`src/logic/tws_pkg.sv`:
```
package tws_pkg;
    // wishbone word offsets (byte addresses)
    localparam logic [3:0] ADDR_DATA    = 4'h0;
    localparam logic [3:0] ADDR_CTRL    = 4'h4;
    localparam logic [3:0] ADDR_STATUS  = 4'h8;
    localparam logic [3:0] ADDR_OWN     = 4'hC;
    // control register fields
    localparam int CTRL_INT   = 7;
    localparam int CTRL_ACK   = 6;
    localparam int CTRL_STA   = 5;
    localparam int CTRL_STO   = 4;
    localparam int CTRL_EN    = 2;
    localparam int CTRL_SLEEP = 0;
    localparam logic [7:0] CTRL_RESET = 8'h00;
    localparam logic [7:0] OWN_RESET  = 8'h00;
    localparam logic [7:0] DATA_RESET = 8'hFF;
    // status codes, prescaler bits taken as zero
    localparam logic [7:0] ST_SLA_R   = 8'hA8;
    localparam logic [7:0] ST_ARB_R   = 8'hB0;
    localparam logic [7:0] ST_DATA_AK = 8'hB8;
    localparam logic [7:0] ST_DATA_NK = 8'hC0;
    localparam logic [7:0] ST_LAST_AK = 8'hC8;
    localparam logic [7:0] ST_IDLE    = 8'hF8;
    localparam logic [7:0] ST_BUS_ERR = 8'h00;
    localparam logic [7:0] ST_PRE_MASK = 8'hF8;
    localparam logic [6:0] GEN_CALL   = 7'h00;
    localparam int BYTE_BITS = 8;
    localparam logic [2:0] BIT_TOP = 3'h7;
    typedef enum logic [2:0] {
        TWS_IDLE, TWS_ADDR, TWS_AACK, TWS_SEND, TWS_MACK, TWS_IGNORE
    } tws_state_e;
endpackage

```
`src/logic/tws_slave_tx.sv`:
```
`timescale 1ns/1ps
// What this block does
// - status codes are defined with prescaler bits zero
// - respond only when address matches own_address_field bits 7:1
// - general call answered only when own register bit 0 is one or own register bits 7:1 are all zero
// - read bit selects slave transmit; a write bit is not acked and the frame is ignored
// - after address and direction acked, set flag with valid status
// - status A8: own address read acked; load byte, ack-enable picks last
// - arbitration lost then addressed for read: ack, status B0
// - status B8: byte sent and acked; load next byte
// - C0: nack received; clearing flag returns to unaddressed slave
// - C8: last byte acked by master; same unaddressed choices
// - clearing ack-enable mid transfer makes current byte the last
// - after last byte ignore master, leave SDA released
// - ack-enable zero: ignore own address, keep watching the bus
// - in deep sleep still ack own or general address and wake
// - after wake hold SCL low until software clears the flag
// - data register content undefined after wake
// - status reads F8 when flag is clear
// - misplaced start/stop gives status 00; stop bit plus clear recovers
module tws_slave_tx (
    input  wire logic        clk_i,      // 40 MHz system clock
    input  wire logic        rst_n_i,    // async reset, active low
    input  wire logic        ce_i,       // clock enable
    input  wire logic        wb_cyc_i,   // wishbone cycle
    input  wire logic        wb_stb_i,   // wishbone strobe
    input  wire logic        wb_we_i,    // wishbone write
    input  wire logic [3:0]  wb_adr_i,   // wishbone byte address
    input  wire logic [3:0]  wb_sel_i,   // wishbone byte selects
    input  wire logic [31:0] wb_dat_i,   // wishbone write data
    output logic      [31:0] wb_dat_o,   // wishbone read data
    output logic             wb_ack_o,   // wishbone acknowledge
    input  wire logic        arb_lost_i, // own master lost in address
    input  wire logic        scl_i,      // scl pin level
    output logic             scl_o,      // scl drive value (low)
    output logic             scl_oe_o,   // scl driven low when high
    input  wire logic        sda_i,      // sda pin level
    output logic             sda_o,      // sda drive value (low)
    output logic             sda_oe_o,   // sda driven low when high
    output logic             wake_o,     // wake request to system
    output logic             start_pend_o // start queued for free bus
);
    logic scl_s, scl_d, sda_s, sda_d;
    tws_sync u_scl (.clk_i(clk_i), .rst_n_i(rst_n_i), .ce_i(ce_i),
                    .d_i(scl_i), .q_o(scl_s), .q_d_o(scl_d));
    tws_sync u_sda (.clk_i(clk_i), .rst_n_i(rst_n_i), .ce_i(ce_i),
                    .d_i(sda_i), .q_o(sda_s), .q_d_o(sda_d));

    wire scl_rise = scl_s & ~scl_d;
    wire scl_fall = ~scl_s & scl_d;
    wire start_c  = scl_s & scl_d & sda_d & ~sda_s;
    wire stop_c   = scl_s & scl_d & ~sda_d & sda_s;

    tws_pkg::tws_state_e state, next_state;
    logic [7:0] ctrl, next_ctrl;
    logic [7:0] own, next_own;
    logic [7:0] data, next_data;
    logic [7:0] status, next_status;
    logic [7:0] shreg, next_shreg;
    logic [2:0] bitn, next_bitn;
    logic       last, next_last;
    logic       sda_drv, next_sda_drv;
    logic       scl_hold, next_scl_hold;
    logic       woke, next_woke;
    logic       ack, next_ack;
    logic [31:0] rdat, next_rdat;
    logic       start_pend, next_start_pend;

    wire wr = wb_cyc_i & wb_stb_i & wb_we_i & ~wb_ack_o & wb_sel_i[0];
    wire rd_req = wb_cyc_i & wb_stb_i & ~wb_ack_o;
    wire flag = ctrl[tws_pkg::CTRL_INT];
    wire clr_flag = wr && wb_adr_i == tws_pkg::ADDR_CTRL
                    && wb_dat_i[tws_pkg::CTRL_INT];
    // address hit: top 7 shifted bits match own bits 7:1, or general call with own bit 0 set
    wire addr_hit = (shreg[7:1] == own[7:1]) ||
                    (own[0] && shreg[7:1] == tws_pkg::GEN_CALL);
    wire in_frame = state != tws_pkg::TWS_IDLE
                    && state != tws_pkg::TWS_IGNORE;

    always_comb begin
        next_state      = state;
        next_ctrl       = ctrl;
        next_own        = own;
        next_data       = data;
        next_status     = status;
        next_shreg      = shreg;
        next_bitn       = bitn;
        next_last       = last;
        next_sda_drv    = sda_drv;
        next_scl_hold   = scl_hold;
        next_woke       = woke;
        next_start_pend = start_pend;
        next_ack        = rd_req;
        next_rdat       = 32'h0000_0000;
        // software side; set from hardware below wins over this clear
        if (wr) begin
            case (wb_adr_i)
                tws_pkg::ADDR_DATA: next_data = wb_dat_i[7:0];
                tws_pkg::ADDR_OWN:  next_own  = wb_dat_i[7:0];
                tws_pkg::ADDR_CTRL: begin
                    next_ctrl = wb_dat_i[7:0];
                    // writing one clears the flag, writing zero keeps it
                    next_ctrl[tws_pkg::CTRL_INT] = flag
                        & ~wb_dat_i[tws_pkg::CTRL_INT];
                end
                default: ;
            endcase
        end
        if (clr_flag) begin
            next_scl_hold = 1'b0;
            next_woke     = 1'b0;
            if (wb_dat_i[tws_pkg::CTRL_STO]
                && status == tws_pkg::ST_BUS_ERR) begin
                // recover without a stop on the bus
                next_ctrl[tws_pkg::CTRL_STO] = 1'b0;
                next_state   = tws_pkg::TWS_IDLE;
                next_sda_drv = 1'b0;
            end else if (status == tws_pkg::ST_DATA_NK
                      || status == tws_pkg::ST_LAST_AK) begin
                next_state   = tws_pkg::TWS_IDLE;
                next_sda_drv = 1'b0;
                next_start_pend = wb_dat_i[tws_pkg::CTRL_STA];
            end else if (status == tws_pkg::ST_SLA_R
                      || status == tws_pkg::ST_ARB_R
                      || status == tws_pkg::ST_DATA_AK) begin
                // ack-enable at clear decides whether this byte is last
                next_last  = ~wb_dat_i[tws_pkg::CTRL_ACK];
                next_shreg = data;
                // first bit goes out with the scl release, so that sda
                // never moves while scl is already high
                next_sda_drv = ~data[tws_pkg::BIT_TOP];
            end
        end
        if (ctrl[tws_pkg::CTRL_EN] && !scl_hold) begin
            if (in_frame && (start_c || stop_c)
                && state != tws_pkg::TWS_ADDR) begin
                next_ctrl[tws_pkg::CTRL_INT] = 1'b1;
                next_status   = tws_pkg::ST_BUS_ERR;
                next_scl_hold = 1'b1;
                next_sda_drv  = 1'b0;
            end else if (start_c) begin
                next_state = tws_pkg::TWS_ADDR;
                next_bitn  = 3'h0;
            end else if (stop_c) begin
                next_state = tws_pkg::TWS_IDLE;
                if (start_pend) next_start_pend = 1'b0;
            end else begin
                case (state)
                    tws_pkg::TWS_ADDR: if (scl_rise) begin
                        next_shreg = {shreg[6:0], sda_s};
                        next_bitn  = bitn + 3'h1;
                        if (bitn == tws_pkg::BIT_TOP)
                            next_state = tws_pkg::TWS_AACK;
                    end
                    tws_pkg::TWS_AACK: if (scl_fall) begin
                        if (sda_drv) begin
                            // acked address; flag and stretch
                            next_sda_drv  = 1'b0;
                            next_ctrl[tws_pkg::CTRL_INT] = 1'b1;
                            next_status = arb_lost_i ? tws_pkg::ST_ARB_R
                                          : tws_pkg::ST_SLA_R;
                            next_scl_hold = 1'b1;
                            next_woke = ctrl[tws_pkg::CTRL_SLEEP];
                            next_bitn = 3'h0;
                            next_state = tws_pkg::TWS_SEND;
                        end else if (addr_hit && shreg[0]
                            && ctrl[tws_pkg::CTRL_ACK]) begin
                            next_sda_drv = 1'b1;
                        end else begin
                            next_state = tws_pkg::TWS_IGNORE;
                        end
                    end
                    tws_pkg::TWS_SEND: if (!flag) begin
                        if (!scl_s)
                            next_sda_drv = ~shreg[tws_pkg::BIT_TOP - bitn];
                        if (scl_fall) begin
                            if (bitn == tws_pkg::BIT_TOP) begin
                                next_state   = tws_pkg::TWS_MACK;
                                next_sda_drv = 1'b0;
                            end
                            next_bitn = bitn + 3'h1;
                        end
                    end
                    tws_pkg::TWS_MACK: if (scl_rise) begin
                        next_ctrl[tws_pkg::CTRL_INT] = 1'b1;
                        next_scl_hold = 1'b1;
                        if (sda_s) next_status = tws_pkg::ST_DATA_NK;
                        else if (last) next_status = tws_pkg::ST_LAST_AK;
                        else next_status = tws_pkg::ST_DATA_AK;
                        next_state = (sda_s || last) ? tws_pkg::TWS_IGNORE
                                     : tws_pkg::TWS_SEND;
                    end
                    tws_pkg::TWS_IGNORE: next_sda_drv = 1'b0;
                    default: next_state = tws_pkg::TWS_IDLE;
                endcase
            end
        end
        if (rd_req && !wb_we_i) begin
            case (wb_adr_i)
                // data register is not refreshed by a wake-up
                tws_pkg::ADDR_DATA:   next_rdat[7:0] = data;
                tws_pkg::ADDR_CTRL:   next_rdat[7:0] = ctrl;
                tws_pkg::ADDR_STATUS: next_rdat[7:0] = flag
                    ? (status & tws_pkg::ST_PRE_MASK)
                    : tws_pkg::ST_IDLE;
                tws_pkg::ADDR_OWN:    next_rdat[7:0] = own;
                default: ;
            endcase
        end
    end

    always_ff @(posedge clk_i or negedge rst_n_i) begin
        if (!rst_n_i) begin
            state      <= tws_pkg::TWS_IDLE;
            ctrl       <= tws_pkg::CTRL_RESET;
            own        <= tws_pkg::OWN_RESET;
            data       <= tws_pkg::DATA_RESET;
            status     <= tws_pkg::ST_IDLE;
            shreg      <= tws_pkg::DATA_RESET;
            bitn       <= 3'h0;
            last       <= 1'b0;
            sda_drv    <= 1'b0;
            scl_hold   <= 1'b0;
            woke       <= 1'b0;
            ack        <= 1'b0;
            rdat       <= 32'h0000_0000;
            start_pend <= 1'b0;
        end else if (ce_i) begin
            state      <= next_state;
            ctrl       <= next_ctrl;
            own        <= next_own;
            data       <= next_data;
            status     <= next_status;
            shreg      <= next_shreg;
            bitn       <= next_bitn;
            last       <= next_last;
            sda_drv    <= next_sda_drv;
            scl_hold   <= next_scl_hold;
            woke       <= next_woke;
            ack        <= next_ack;
            rdat       <= next_rdat;
            start_pend <= next_start_pend;
        end
    end

    assign wb_dat_o     = rdat;
    assign wb_ack_o     = ack;
    assign sda_o        = 1'b0;
    assign sda_oe_o     = sda_drv;
    assign scl_o        = 1'b0;
    assign scl_oe_o     = scl_hold;
    assign wake_o       = woke;
    assign start_pend_o = start_pend;

    a_hold_scl: assert property (@(posedge clk_i) disable iff (!rst_n_i)
        ce_i && flag && $past(ce_i) && $past(flag) && !$past(clr_flag)
        |-> scl_oe_o) else $error("scl not stretched while flag set");
    a_status_idle: assert property (@(posedge clk_i) disable iff (!rst_n_i)
        ce_i && wb_ack_o && !wb_we_i && wb_adr_i == tws_pkg::ADDR_STATUS
        && !$past(flag) |-> wb_dat_o[7:0] == tws_pkg::ST_IDLE)
        else $error("status not F8 with flag clear");
    a_ack_one: assert property (@(posedge clk_i) disable iff (!rst_n_i)
        wb_ack_o |=> !wb_ack_o) else $error("ack longer than one cycle");
    a_sla_flag: assert property (@(posedge clk_i) disable iff (!rst_n_i)
        ce_i && $rose(flag) |-> status != tws_pkg::ST_IDLE)
        else $error("flag without valid status");
    a_noack_off: assert property (@(posedge clk_i) disable iff (!rst_n_i)
        ce_i && state == tws_pkg::TWS_AACK && scl_fall
        && !ctrl[tws_pkg::CTRL_ACK] && !sda_drv |=> !sda_drv)
        else $error("acked with ack-enable low");
    a_ignore_rel: assert property (@(posedge clk_i) disable iff (!rst_n_i)
        ce_i && state == tws_pkg::TWS_IGNORE ##1 ce_i |-> !sda_oe_o)
        else $error("sda driven after last byte");
    a_bus_err: assert property (@(posedge clk_i) disable iff (!rst_n_i)
        ce_i && next_status == tws_pkg::ST_BUS_ERR && status != next_status
        |=> flag) else $error("bus error without flag");
    a_wake_flag: assert property (@(posedge clk_i) disable iff (!rst_n_i)
        wake_o |-> flag || $past(clr_flag))
        else $error("wake without flag");
    c_read_addr: cover property (@(posedge clk_i)
        status == tws_pkg::ST_SLA_R && flag);
    c_nack: cover property (@(posedge clk_i)
        status == tws_pkg::ST_DATA_NK && flag);
    c_last_ack: cover property (@(posedge clk_i)
        status == tws_pkg::ST_LAST_AK && flag);
endmodule

```
`src/logic/tws_sync.sv`:
```
`timescale 1ns/1ps
// two-flop synchroniser plus one delayed copy for edge detection
module tws_sync (
    input  wire logic clk_i,   // system clock
    input  wire logic rst_n_i, // async reset
    input  wire logic ce_i,    // clock enable
    input  wire logic d_i,     // async level
    output logic      q_o,     // synchronised level
    output logic      q_d_o    // level one cycle earlier
);
    logic meta;
    always_ff @(posedge clk_i or negedge rst_n_i) begin
        if (!rst_n_i) begin
            meta  <= 1'b1;
            q_o   <= 1'b1;
            q_d_o <= 1'b1;
        end else if (ce_i) begin
            meta  <= d_i;
            q_o   <= meta;
            q_d_o <= q_o;
        end
    end
endmodule

```
`config.mk`:
```
export PLATFORM = sky130hd
export DESIGN_NAME = tws_slave_tx
export DESIGN_NICKNAME = d
export VERILOG_FILES = /design/src/logic/tws_pkg.sv /design/src/logic/tws_slave_tx.sv /design/src/logic/tws_sync.sv
export SDC_FILE = /design/constraint.sdc
export NUM_CORES = 1
export LEC_CHECK = 0
export ABC_AREA = 1
export BUFFER_PORTS_ARGS = -buffer_cell sky130_fd_sc_hd__buf_2
export CORE_ASPECT_RATIO = 1.25
export CORE_MARGIN = 2
export CORE_UTILIZATION = 35
export DETAILED_ROUTE_END_ITERATION = 10
export PLACE_DENSITY = 0.54
export SLEW_MARGIN = 0
export SYNTH_ARGS = -nofsm -noshare
export SYNTH_HDL_FRONTEND = slang
export SYNTH_HIERARCHICAL = 1
export SYNTH_SLANG_ARGS = --single-unit
```
`constraint.sdc`:
```
create_clock -name clk_i -period 1.9 [get_ports clk_i]
set_input_delay 0.285 -clock clk_i [delete_from_list [all_inputs] [get_ports clk_i]]
set_output_delay 0.285 -clock clk_i [all_outputs]
set_load 0.05 [all_outputs]
```
-- Yosys cells after proc, flatten, opt, wreduce, memory -nomap -nowiden
Cells that the tools add are included.
W data, S select, Z words.
- input port bits: 49
- word-level logic and storage cells: 212
- register bits: 66
- output and inout port bits: 39
- reductions and logical operators: 31
- add/sub/neg operators: 2
- bitwise gates (word level): 25
- eq/ne operators: 28
- multiplexer cells: 104
- magnitude comparators: 1
- operator list (cell ; count):
    $mux W8 ; 20
    $mux W3 ; 24
    $mux W1 ; 49
    $eq A8 B8 Y1 const B ; 5
    $pmux W8 S4 ; 1
    $ne A3 B3 Y1 const B ; 9
    $pmux W8 S2 ; 1
    $pmux W3 S5 ; 1
    $mux W7 ; 2
    $and A1 B1 Y1 ; 13
    $not A1 Y1 ; 12
    $logic_and A1 B1 Y1 ; 11
    $reduce_and A10 Y1 ; 1
    $eq A3 B3 Y1 const B ; 3
    $pmux W3 S3 ; 1
    $reduce_and A3 Y1 ; 3
    $eq A4 B4 Y1 const B ; 2
    $logic_not A8 Y1 ; 1
    $reduce_and A8 Y1 ; 1
    $eq A7 B7 Y1 ; 1
    $logic_not A7 Y1 ; 1
    $eq A3 B2 Y1 const B ; 2
    $logic_or A1 B1 Y1 ; 6
    $reduce_bool A3 Y1 ; 2
    other kinds (16) ; 19

-- Logic depth before layout (Yosys ltp)
Gate-level depths: netlist (run 1).
- depth in word-level cells: 16
- depth in mapped cells: 13
- mapped depth without buffers: 13

-- Hierarchy
Netlist (run 1), hierarchy kept.
- by module, submodules not included (module ; times used ; seq. area each (um^2) ; area each (um^2) ; cells an instance):
    tws_slave_tx ; 1 ; 1452.6 ; 3593.4 ; 500
    tws_sync ; 2 ; 78.8 ; 116.4 ; 13

-- Worst setup path before layout (run 1)
No wires, ideal clock.
- path kind: register -> register
- start point: reg ack (netlist: wb_ack_o)
- end point: reg last
- period minus slack after synthesis: 1722 ps
- slack: 178 ps
- required time: 1780 ps
- stages on the path, launching flop included: 11
- buffers on the path: 0
- arrival: 1602 ps
- library setup time: 120 ps
- path through: dfrtp_1 inv_1 nand3_1 nor2_1 inv_1 nor2_1 nand2_1 nor2_1 nand2_1 o21ai_0 inv_1
- longest elaborated chain between the ends: 6
- ends and longest elaborated chain (item ; RTL line ; source):
    from (decl) ; tws_slave_tx.sv:65 ; logic ack, next_ack;
    from (signal assigned) ; tws_slave_tx.sv:240 ; ack <= next_ack;
    $not A1 Y1 ; tws_slave_tx.sv:69 ; wire wr = wb_cyc_i & wb_stb_i & wb_we_i & ~wb_ack_o & wb_sel_i[0];
    $and A1 B1 Y1 (2 in a row) ; tws_slave_tx.sv:69 ;
    $logic_and A1 B1 Y1 ; tws_slave_tx.sv:72 ; wire clr_flag = wr && wb_adr_i == tws_pkg::ADDR_CTRL
    $logic_and A1 B1 Y1 ; tws_slave_tx.sv:73 ; && wb_dat_i[tws_pkg::CTRL_INT];
    $reduce_and A5 Y1 (no source line) ; -- ;
    to (signal assigned) ; tws_slave_tx.sv:236 ; last <= next_last;
    to (decl) ; tws_slave_tx.sv:61 ; logic last, next_last;
Every way passes these cells.
A chain may end at the register's enable or synchronous reset.

-- Worst setup path after layout (run 1)
- start point: reg u_sda.q_o
- end point: reg status[4]
- longest elaborated chain between the ends: 7
- elaborated cells on any way between the ends: 19
- those cells by class: eq/ne (5); mux (6); bitwise (3); reduce/logical (5)
- ends and longest elaborated chain (item ; RTL line ; source):
    from (decl) ; tws_sync.sv:8 ; output logic q_o,
    from (signal assigned) ; tws_sync.sv:19 ; q_o <= meta;
    $not A1 Y1 ; tws_slave_tx.sv:51 ; wire start_c = scl_s & scl_d & sda_d & ~sda_s;
    $and A1 B1 Y1 ; tws_slave_tx.sv:51 ;
    $logic_or A1 B1 Y1 ; tws_slave_tx.sv:135 ; if (in_frame && (start_c || stop_c)
    $logic_and A1 B1 Y1 ; tws_slave_tx.sv:135 ;
    $logic_and A1 B1 Y1 ; tws_slave_tx.sv:136 ; && state != tws_pkg::TWS_ADDR) begin
    $ne A3 B3 Y1 (no source line) (tied with other cells) ; -- ;
    $reduce_and A8 Y1 (no source line) ; -- ;
    to (signal assigned) ; tws_slave_tx.sv:218 ; status <= tws_pkg::ST_IDLE;
    to (signal assigned) ; tws_slave_tx.sv:233 ; status <= next_status;
    to (decl) ; tws_slave_tx.sv:58 ; logic [7:0] status, next_status;
Parallel ways exist; a longest one is shown, timed or not. The select of a mux whose other input is x is not followed.

==> flow_metrics.py, run 1 <==
metrics = {
    "setup_path": {
        "start_kind": "flip-flop",
        "slowest_stage": "dfstp_2",
        "critPathArrivalTime_ns": 2.02,
        "worstPathCellList": "inv_1 > nor3_2 > nor2_2 > a21oi_4 > buf_4 > o21a_2 > nand3_1 > o22ai_1",
        "worstPathRequired_ns": 2.15,
        "crit_family": "flip-flops",
        "cp-end-kind": "flip-flop",
        "cp_max_fo": 7,
        "max_stage_delay_ns": 0.58,
        "worstSetupPathType": "reg2reg",
        "crit_buf_inv": 2,
    },
    "pwr": {
        "peakVddDrop_v": 0.0004961,
        "switchingPower_mw": 1.349,
        "power.leakage_nw": 2.139,
        "swShare_pct": 33.01,
        "share_comb_of_total_power_pct": 21.4,
        "power_frac_seq_pct": 38.5,
        "internal_power_mw": 2.738,
        "p_clk_share_pct": 40.1,
        "power_density_nw_per_um2": 905.8,
    },
    "routing": {
        "drt-initial-drc-count": 295,
        "wirelength_um": 10660,
        "post_drt_wl_per_cell_um": 14.83,
        "route.vias.total": 3552,
        "drtAntennaViolNets": 0,
        "first_pass_iters": 5,
        "vias_per_cell": 4.940,
        "route.detailed.drc": 0,
    },
    "worst_hold_path": {
        "hp-class": "in2reg",
    },
    "clock_tree": {
        "clk_latency_ns": 0.33,
        "cts.sinks": 63,
        "cts_root_buf": "clkbuf_16",
        "clkTransAtPathRegs_ns": 0.05,
        "cts_tree": "built",
        "cts-htree-levels": 3,
        "numCtsBuffers": 9,
        "cts.path.max_buffers": 2,
    },
    "layout": {
        "num_antenna_cells": 0,
        "nNetsFinal": 633,
        "drive_gt1_share_pct": 21.12,
        "area_growth_pct": 17.92,
    },
    "placement": {
        "hpwl_um": 8096,
        "place_congestion": 0.9174,
        "port_buffers": 34,
    },
    "floorplan": {
        "die_y_um": 120.9,
        "initial_core_util_pct": 36.04,
        "ios": 88,
        "row_count": 42,
        "die_area_um2": 11790,
        "core-area_um2": 10620,
        "die_w_um": 97.52,
    },
    "outcome": {
        "status": "finished clean",
    },
    "global_routing": {
        "grt_pass1_wl_um": 17080,
        "grt_max_degree": 64,
        "grt_pass1_vias": 3402,
        "antenna_found_initial": 0,
        "gr-total-overflow": 0,
        "grt_usage_pct": 18.60,
    },
    "logic_synthesis": {
        "yosysSeqAreaShare_pct": 42.09,
        "synthCells": 526,
        "avgSynthCellArea_um2": 7.274,
        "synth-edff-count": 0,
        "synth_area_um2": 3826,
        "synth_cell_types": 38,
        "async_flop_share_pct": 100.0,
        "ys_seq_elements": 63,
        "yosysWarnings": 6,
        "synth_flop_cell": "dfrtp_1",
    },
    "timing": {
        "hold_violations": 0,
        "fin_crit_sh_pct": 93.22,
        "fmax_ghz": 0.5646,
        "rsz0062_at_grt": "no",
        "fin_worst_skew_ns": 0.009677,
        "finalSetupViolCount": 0,
        "hold_slack_ns": 0.1527,
        "fin_tns_setup_ns": 0,
        "period_needed_ns": 1.771,
        "maxSlewViolCount": 0,
    },
    "run": {
        "drv_cap": 0,
    },
}
==> sequential cells by signal, summed over array words and instances, names as in the netlist, 3 cells and up <==
name,flops
ctrl,8
data,8
own,8
shreg,8
wb_dat_o,8
status,5
bitn,3
state,3
==> through the flow <==
stage / power, mW / util, % / setup WS, ns / std cells / area [um2]
2_1_floorplan: 2.232 / - / 0.1782 / 551 / 3920
3_3_place_gp: 2.431 / 39.19 / 0.09447 / 700 / 4160
3_5_place_dp: 2.443 / 39.19 / 0.06627 / 700 / 4160
4_1_cts: 4.108 / 42.10 / 0.04303 / 717 / 4469
5_1_grt: 4.309 / 42.50 / 0.01353 / 719 / 4512
6_report: 4.087 / 42.50 / 0.1289 / 719 / 4512
==> cells by family after synthesis <==
kind of cell,after synthesis,share of synthesized area (%)
flip-flops,63,42.09
buffers and inverters,108,13.41
AND/OR/NAND/NOR,227,25.28
other,1,0.09801
adder cells (fa/ha/maj),2,0.6539
XOR/XNOR,1,0.2289
AO/OA/AOI/OAI,124,18.25
==> layout make-up <==
type                    count  area (um2)
clock buffers               9       225.2
flip-flops and latches     63        1610
clock inverters             7       73.82
inverters                  74       277.8
multi-input cells         380        1824
well taps                 132       165.2
fillers                  1134        6103
repair buffers             54       335.3
==> metal layers <==
layer	routed length, um	track usage, %	vias to the layer above
li1	-	-	1776
met1	4919	25.30	1641
met2	5009	29.61	123
met3	573	3.053	12
met4	158	7.552	0
met5	0	0	-
==> timing repair <==
| item | CTS | global route |
|---|---|---|
| setup buffers | 0 | 2 |
| gates resized for setup | 0 | 9 |
| endpoints found under the setup margin | 0 | 27 |
| hold endpoints to repair | 36 | 0 |
| hold buffers | 1 | 0 |
==> placed cells by master (no fill, tap or decap), types with 3 or more instances in the layout <==
cell type and n:
a211oi_1 3, a21oi_1 24, a221oi_1 4, buf_2 34
buf_4 18, clkbuf_16 9, clkinv_4 3, conb_1 26
dfrtp_1 36, dfstp_2 27, inv_1 68, inv_2 6
nand2_1 139, nand3_1 27, nand3_2 4, nor2_1 39
nor2_2 5, nor3_1 3, nor3_2 3, o211ai_1 3
o21ai_0 62, o21ai_1 11, o22ai_1 7
==> synthesized netlist by cell type (2+ instances only) <==
cell	number	area, um2
a211oi_1	3	22.52
a21oi_1	24	120.1
a221oi_1	4	35.03
buf_2	2	10.01
buf_4	26	195.2
clkbuf_1	5	18.77
dfrtp_1	36	900.9
dfstp_2	27	709.4
ha_1	2	25.02
inv_1	68	255.2
inv_2	6	22.52
nand2_1	141	529.3
nand3_1	28	140.1
nand3_2	3	30.03
nand4_1	2	12.51
nor2_1	42	157.7
nor2_2	2	12.51
nor2_4	2	22.52
nor3_1	3	15.01
nor3_2	3	30.03
o211ai_1	3	22.52
o21ai_0	63	315.3
o21ai_1	10	50.05
o22ai_1	7	43.79
==> power by group through the flow <==
stage	Clock (mW)	Combinational, mW	Sequential, mW
2_1_floorplan	0	0.622	1.61
3_3_place_gp	0	0.841	1.59
3_5_place_dp	0	0.850	1.59
4_1_cts	1.68	0.856	1.57
5_1_grt	1.75	0.971	1.59
6_report	1.64	0.874	1.57
==> worst paths after layout <==
check	startpoint	to	slack, ns	cells past startpoint
max	u_sda/q_o	status[4]	0.13	8
min	scl_i	u_scl/meta	0.15	3
max reg2reg	u_sda/q_o	status[4]	0.13	8
min reg2reg	u_sda/meta	u_sda/q_o	0.46	2
max in group asynchronous	rst_n_i	status[7]	1.07	3
min in group asynchronous	rst_n_i	wb_dat_o[4]	0.50	3
==> worst register-to-register path: cells and delay by family, from the launching register on <==
kind / cells / cell delay (ns)
flip-flops: 1 / 0.58
AO/OA/AOI/OAI: 3 / 0.48
AND/OR/NAND/NOR: 3 / 0.41
buffers and inverters: 2 / 0.24
(Power assumes the default switching activity.)
==> run 2, diff against run 1 <==
CAP_MARGIN = 10   (was not set)
PLACE_DENSITY = 0.65   (was 0.54)
==> run 2 against run 1 <==
Compared with the run above:
- core utilization up 0.47 points
- design area rose by 1.1%
- register-to-register slack about the same
- global-route usage down 0.16 points
- via count rose by 0.65%
- combinational power is 0.5% lower
- cell count is the same
- clock skew is 0.0016 ns higher
- clock-buffer cell count up 1
- die area unchanged
- flip-flop and latch count stayed put
- worst hold slack improved by 0.0058 ns
==> flow_metrics.py, run 2 (synthesis results as in run 1) <==
metrics = {
    "outcome": {
        "status": "finished clean",
    },
    "timing": {
        "fin_crit_sh_pct": 93.89,
        "rsz0062_at_grt": "yes",
        "fmax_ghz": 0.5606,
        "period_needed_ns": 1.784,
        "worst_pin_slew_ns": 0.5377,
        "hold_violations": 0,
        "slew_headroom_pct": 63.93,
        "finalSetupViolCount": 0,
        "maxSlewViolCount": 0,
        "fin_worst_skew_ns": 0.01123,
        "hold_slack_ns": 0.1585,
    },
    "setup_path": {
        "critPathArrivalTime_ns": 2.04,
        "worstSetupPathType": "reg2reg",
        "cp-end-kind": "flip-flop",
        "cp_max_fo": 7,
        "start_kind": "flip-flop",
        "worstPathCellList": "inv_1 > nor3_2 > nor2_2 > a21oi_4 > buf_4 > o21a_2 > nand3_1 > o22ai_2",
        "slowest_stage": "dfstp_2",
        "max_stage_delay_ns": 0.59,
        "worstPathRequired_ns": 2.16,
        "crit_family": "flip-flops",
        "crit_buf_inv": 2,
    },
    "global_routing": {
        "grt_usage_pct": 18.43,
        "grt_pass1_vias": 3429,
        "grt_max_degree": 64,
        "grtUsageMet2_pct": 30.95,
        "top_usage_layer": "met2",
        "gr-total-overflow": 0,
        "grt_util_met3_pct": 4.147,
        "gr-usage-met1_pct": 22.94,
        "antenna_found_initial": 0,
        "grt_pass1_wl_um": 17060,
    },
    "clock_tree": {
        "cts_root_buf": "clkbuf_16",
        "cts.path.max_buffers": 2,
        "clk_latency_ns": 0.34,
        "cts_tree": "built",
        "cts-htree-levels": 3,
        "numCtsBuffers": 9,
        "clkTransAtPathRegs_ns": 0.06,
        "cts.sinks": 63,
    },
    "placement": {
        "hpwl_um": 7821,
        "dpl.cell_count": 700,
        "place_congestion": 0.9447,
        "port_buffers": 34,
    },
    "routing": {
        "route.detailed.drc": 0,
        "vias_per_cell": 4.972,
        "route.vias.total": 3575,
        "drtAntennaViolNets": 0,
        "wirelength_um": 10350,
        "post_drt_wl_per_cell_um": 14.39,
        "first_pass_iters": 5,
        "drt-initial-drc-count": 233,
    },
    "floorplan": {
        "ios": 88,
        "die_y_um": 120.9,
        "initial_core_util_pct": 36.04,
        "core-area_um2": 10620,
        "die_area_um2": 11790,
        "die_w_um": 97.52,
        "row_count": 42,
    },
    "worst_hold_path": {
        "hp-class": "in2reg",
    },
    "layout": {
        "finalNonFillerCells": 719,
        "nNetsFinal": 633,
        "area_growth_pct": 19.23,
        "drive_gt1_share_pct": 21.64,
        "fin_util_pct": 42.98,
        "final_common_cell": "nand2_1",
        "final_cell_mix": "137 x nand2_1, 68 x inv_1, 62 x o21ai_0, 38 x nor2_1, 35 x dfrtp_1",
        "num_antenna_cells": 0,
    },
    "run": {
        "drv_cap": 0,
    },
    "pwr": {
        "power.leakage_nw": 2.153,
        "peakVddDrop_v": 0.0005649,
        "power_mw": 4.284,
        "power_density_nw_per_um2": 939.1,
    },
}
==> run 2: worst paths after layout <==
path	start	endpoint	slack, ns	cells past startpoint
max in group asynchronous	rst_n_i	u_sda/q_d_o	1.08	3
worst max register to register	u_sda/q_o	status[4]	0.12	8
worst min register to register	u_sda/meta	u_sda/q_o	0.45	2
min in group asynchronous	rst_n_i	wb_dat_o[5]	0.49	3
worst max-delay path	u_sda/q_o	status[4]	0.12	8
worst min-delay path	scl_i	u_scl/meta	0.16	3
==> run 2: timing repair <==
action	in CTS	in global routing
hold buffers	1	0
endpoints found under the setup margin	0	21
resized for setup	0	15
hold endpoints to repair	36	0
buffers inserted	0	2
==> run 2: cell type report <==
type                       instances  area (um2)
multi-input combinational        380        1841
sequential                        63        1612
tap                              132       165.2
fill                            1087        6053
clock inverter                     6       92.59
clock buffer                      10       239.0
timing repair buffer              54       335.3
inverter                          74       277.8
==> run 2: through the flow <==
step | TNS [ns] | cell area [um2] | worst slack [ns]
2_1_floorplan | 0 | 3920 | 0.1782
3_3_place_gp | 0 | 4160 | 0.06553
3_5_place_dp | 0 | 4160 | 0.03873
4_1_cts | 0 | 4502 | 0.01792
5_1_grt | -0.03943 | 4562 | -0.03943
6_report | 0 | 4562 | 0.1162
==> run 2: tightest hold or removal path: cells and delay by family <==
family	cells	cell delay, ns
buffers and inverters	1	0.10
AND/OR/NAND/NOR	2	0.10
==> run 2: metal layers <==
layer	up-vias	wire, um
met4	0	300
met3	18	534
met2	121	5009
li1	1767	-
met1	1669	4502
met5	-	0
==> run 2: power breakdown <==
group          switching [mW]  leakage, nW  internal, mW
clock                   0.644        0.155          1.19
combinational           0.622         1.25         0.248
sequential              0.107        0.745          1.47
total                    1.37         2.15          2.91
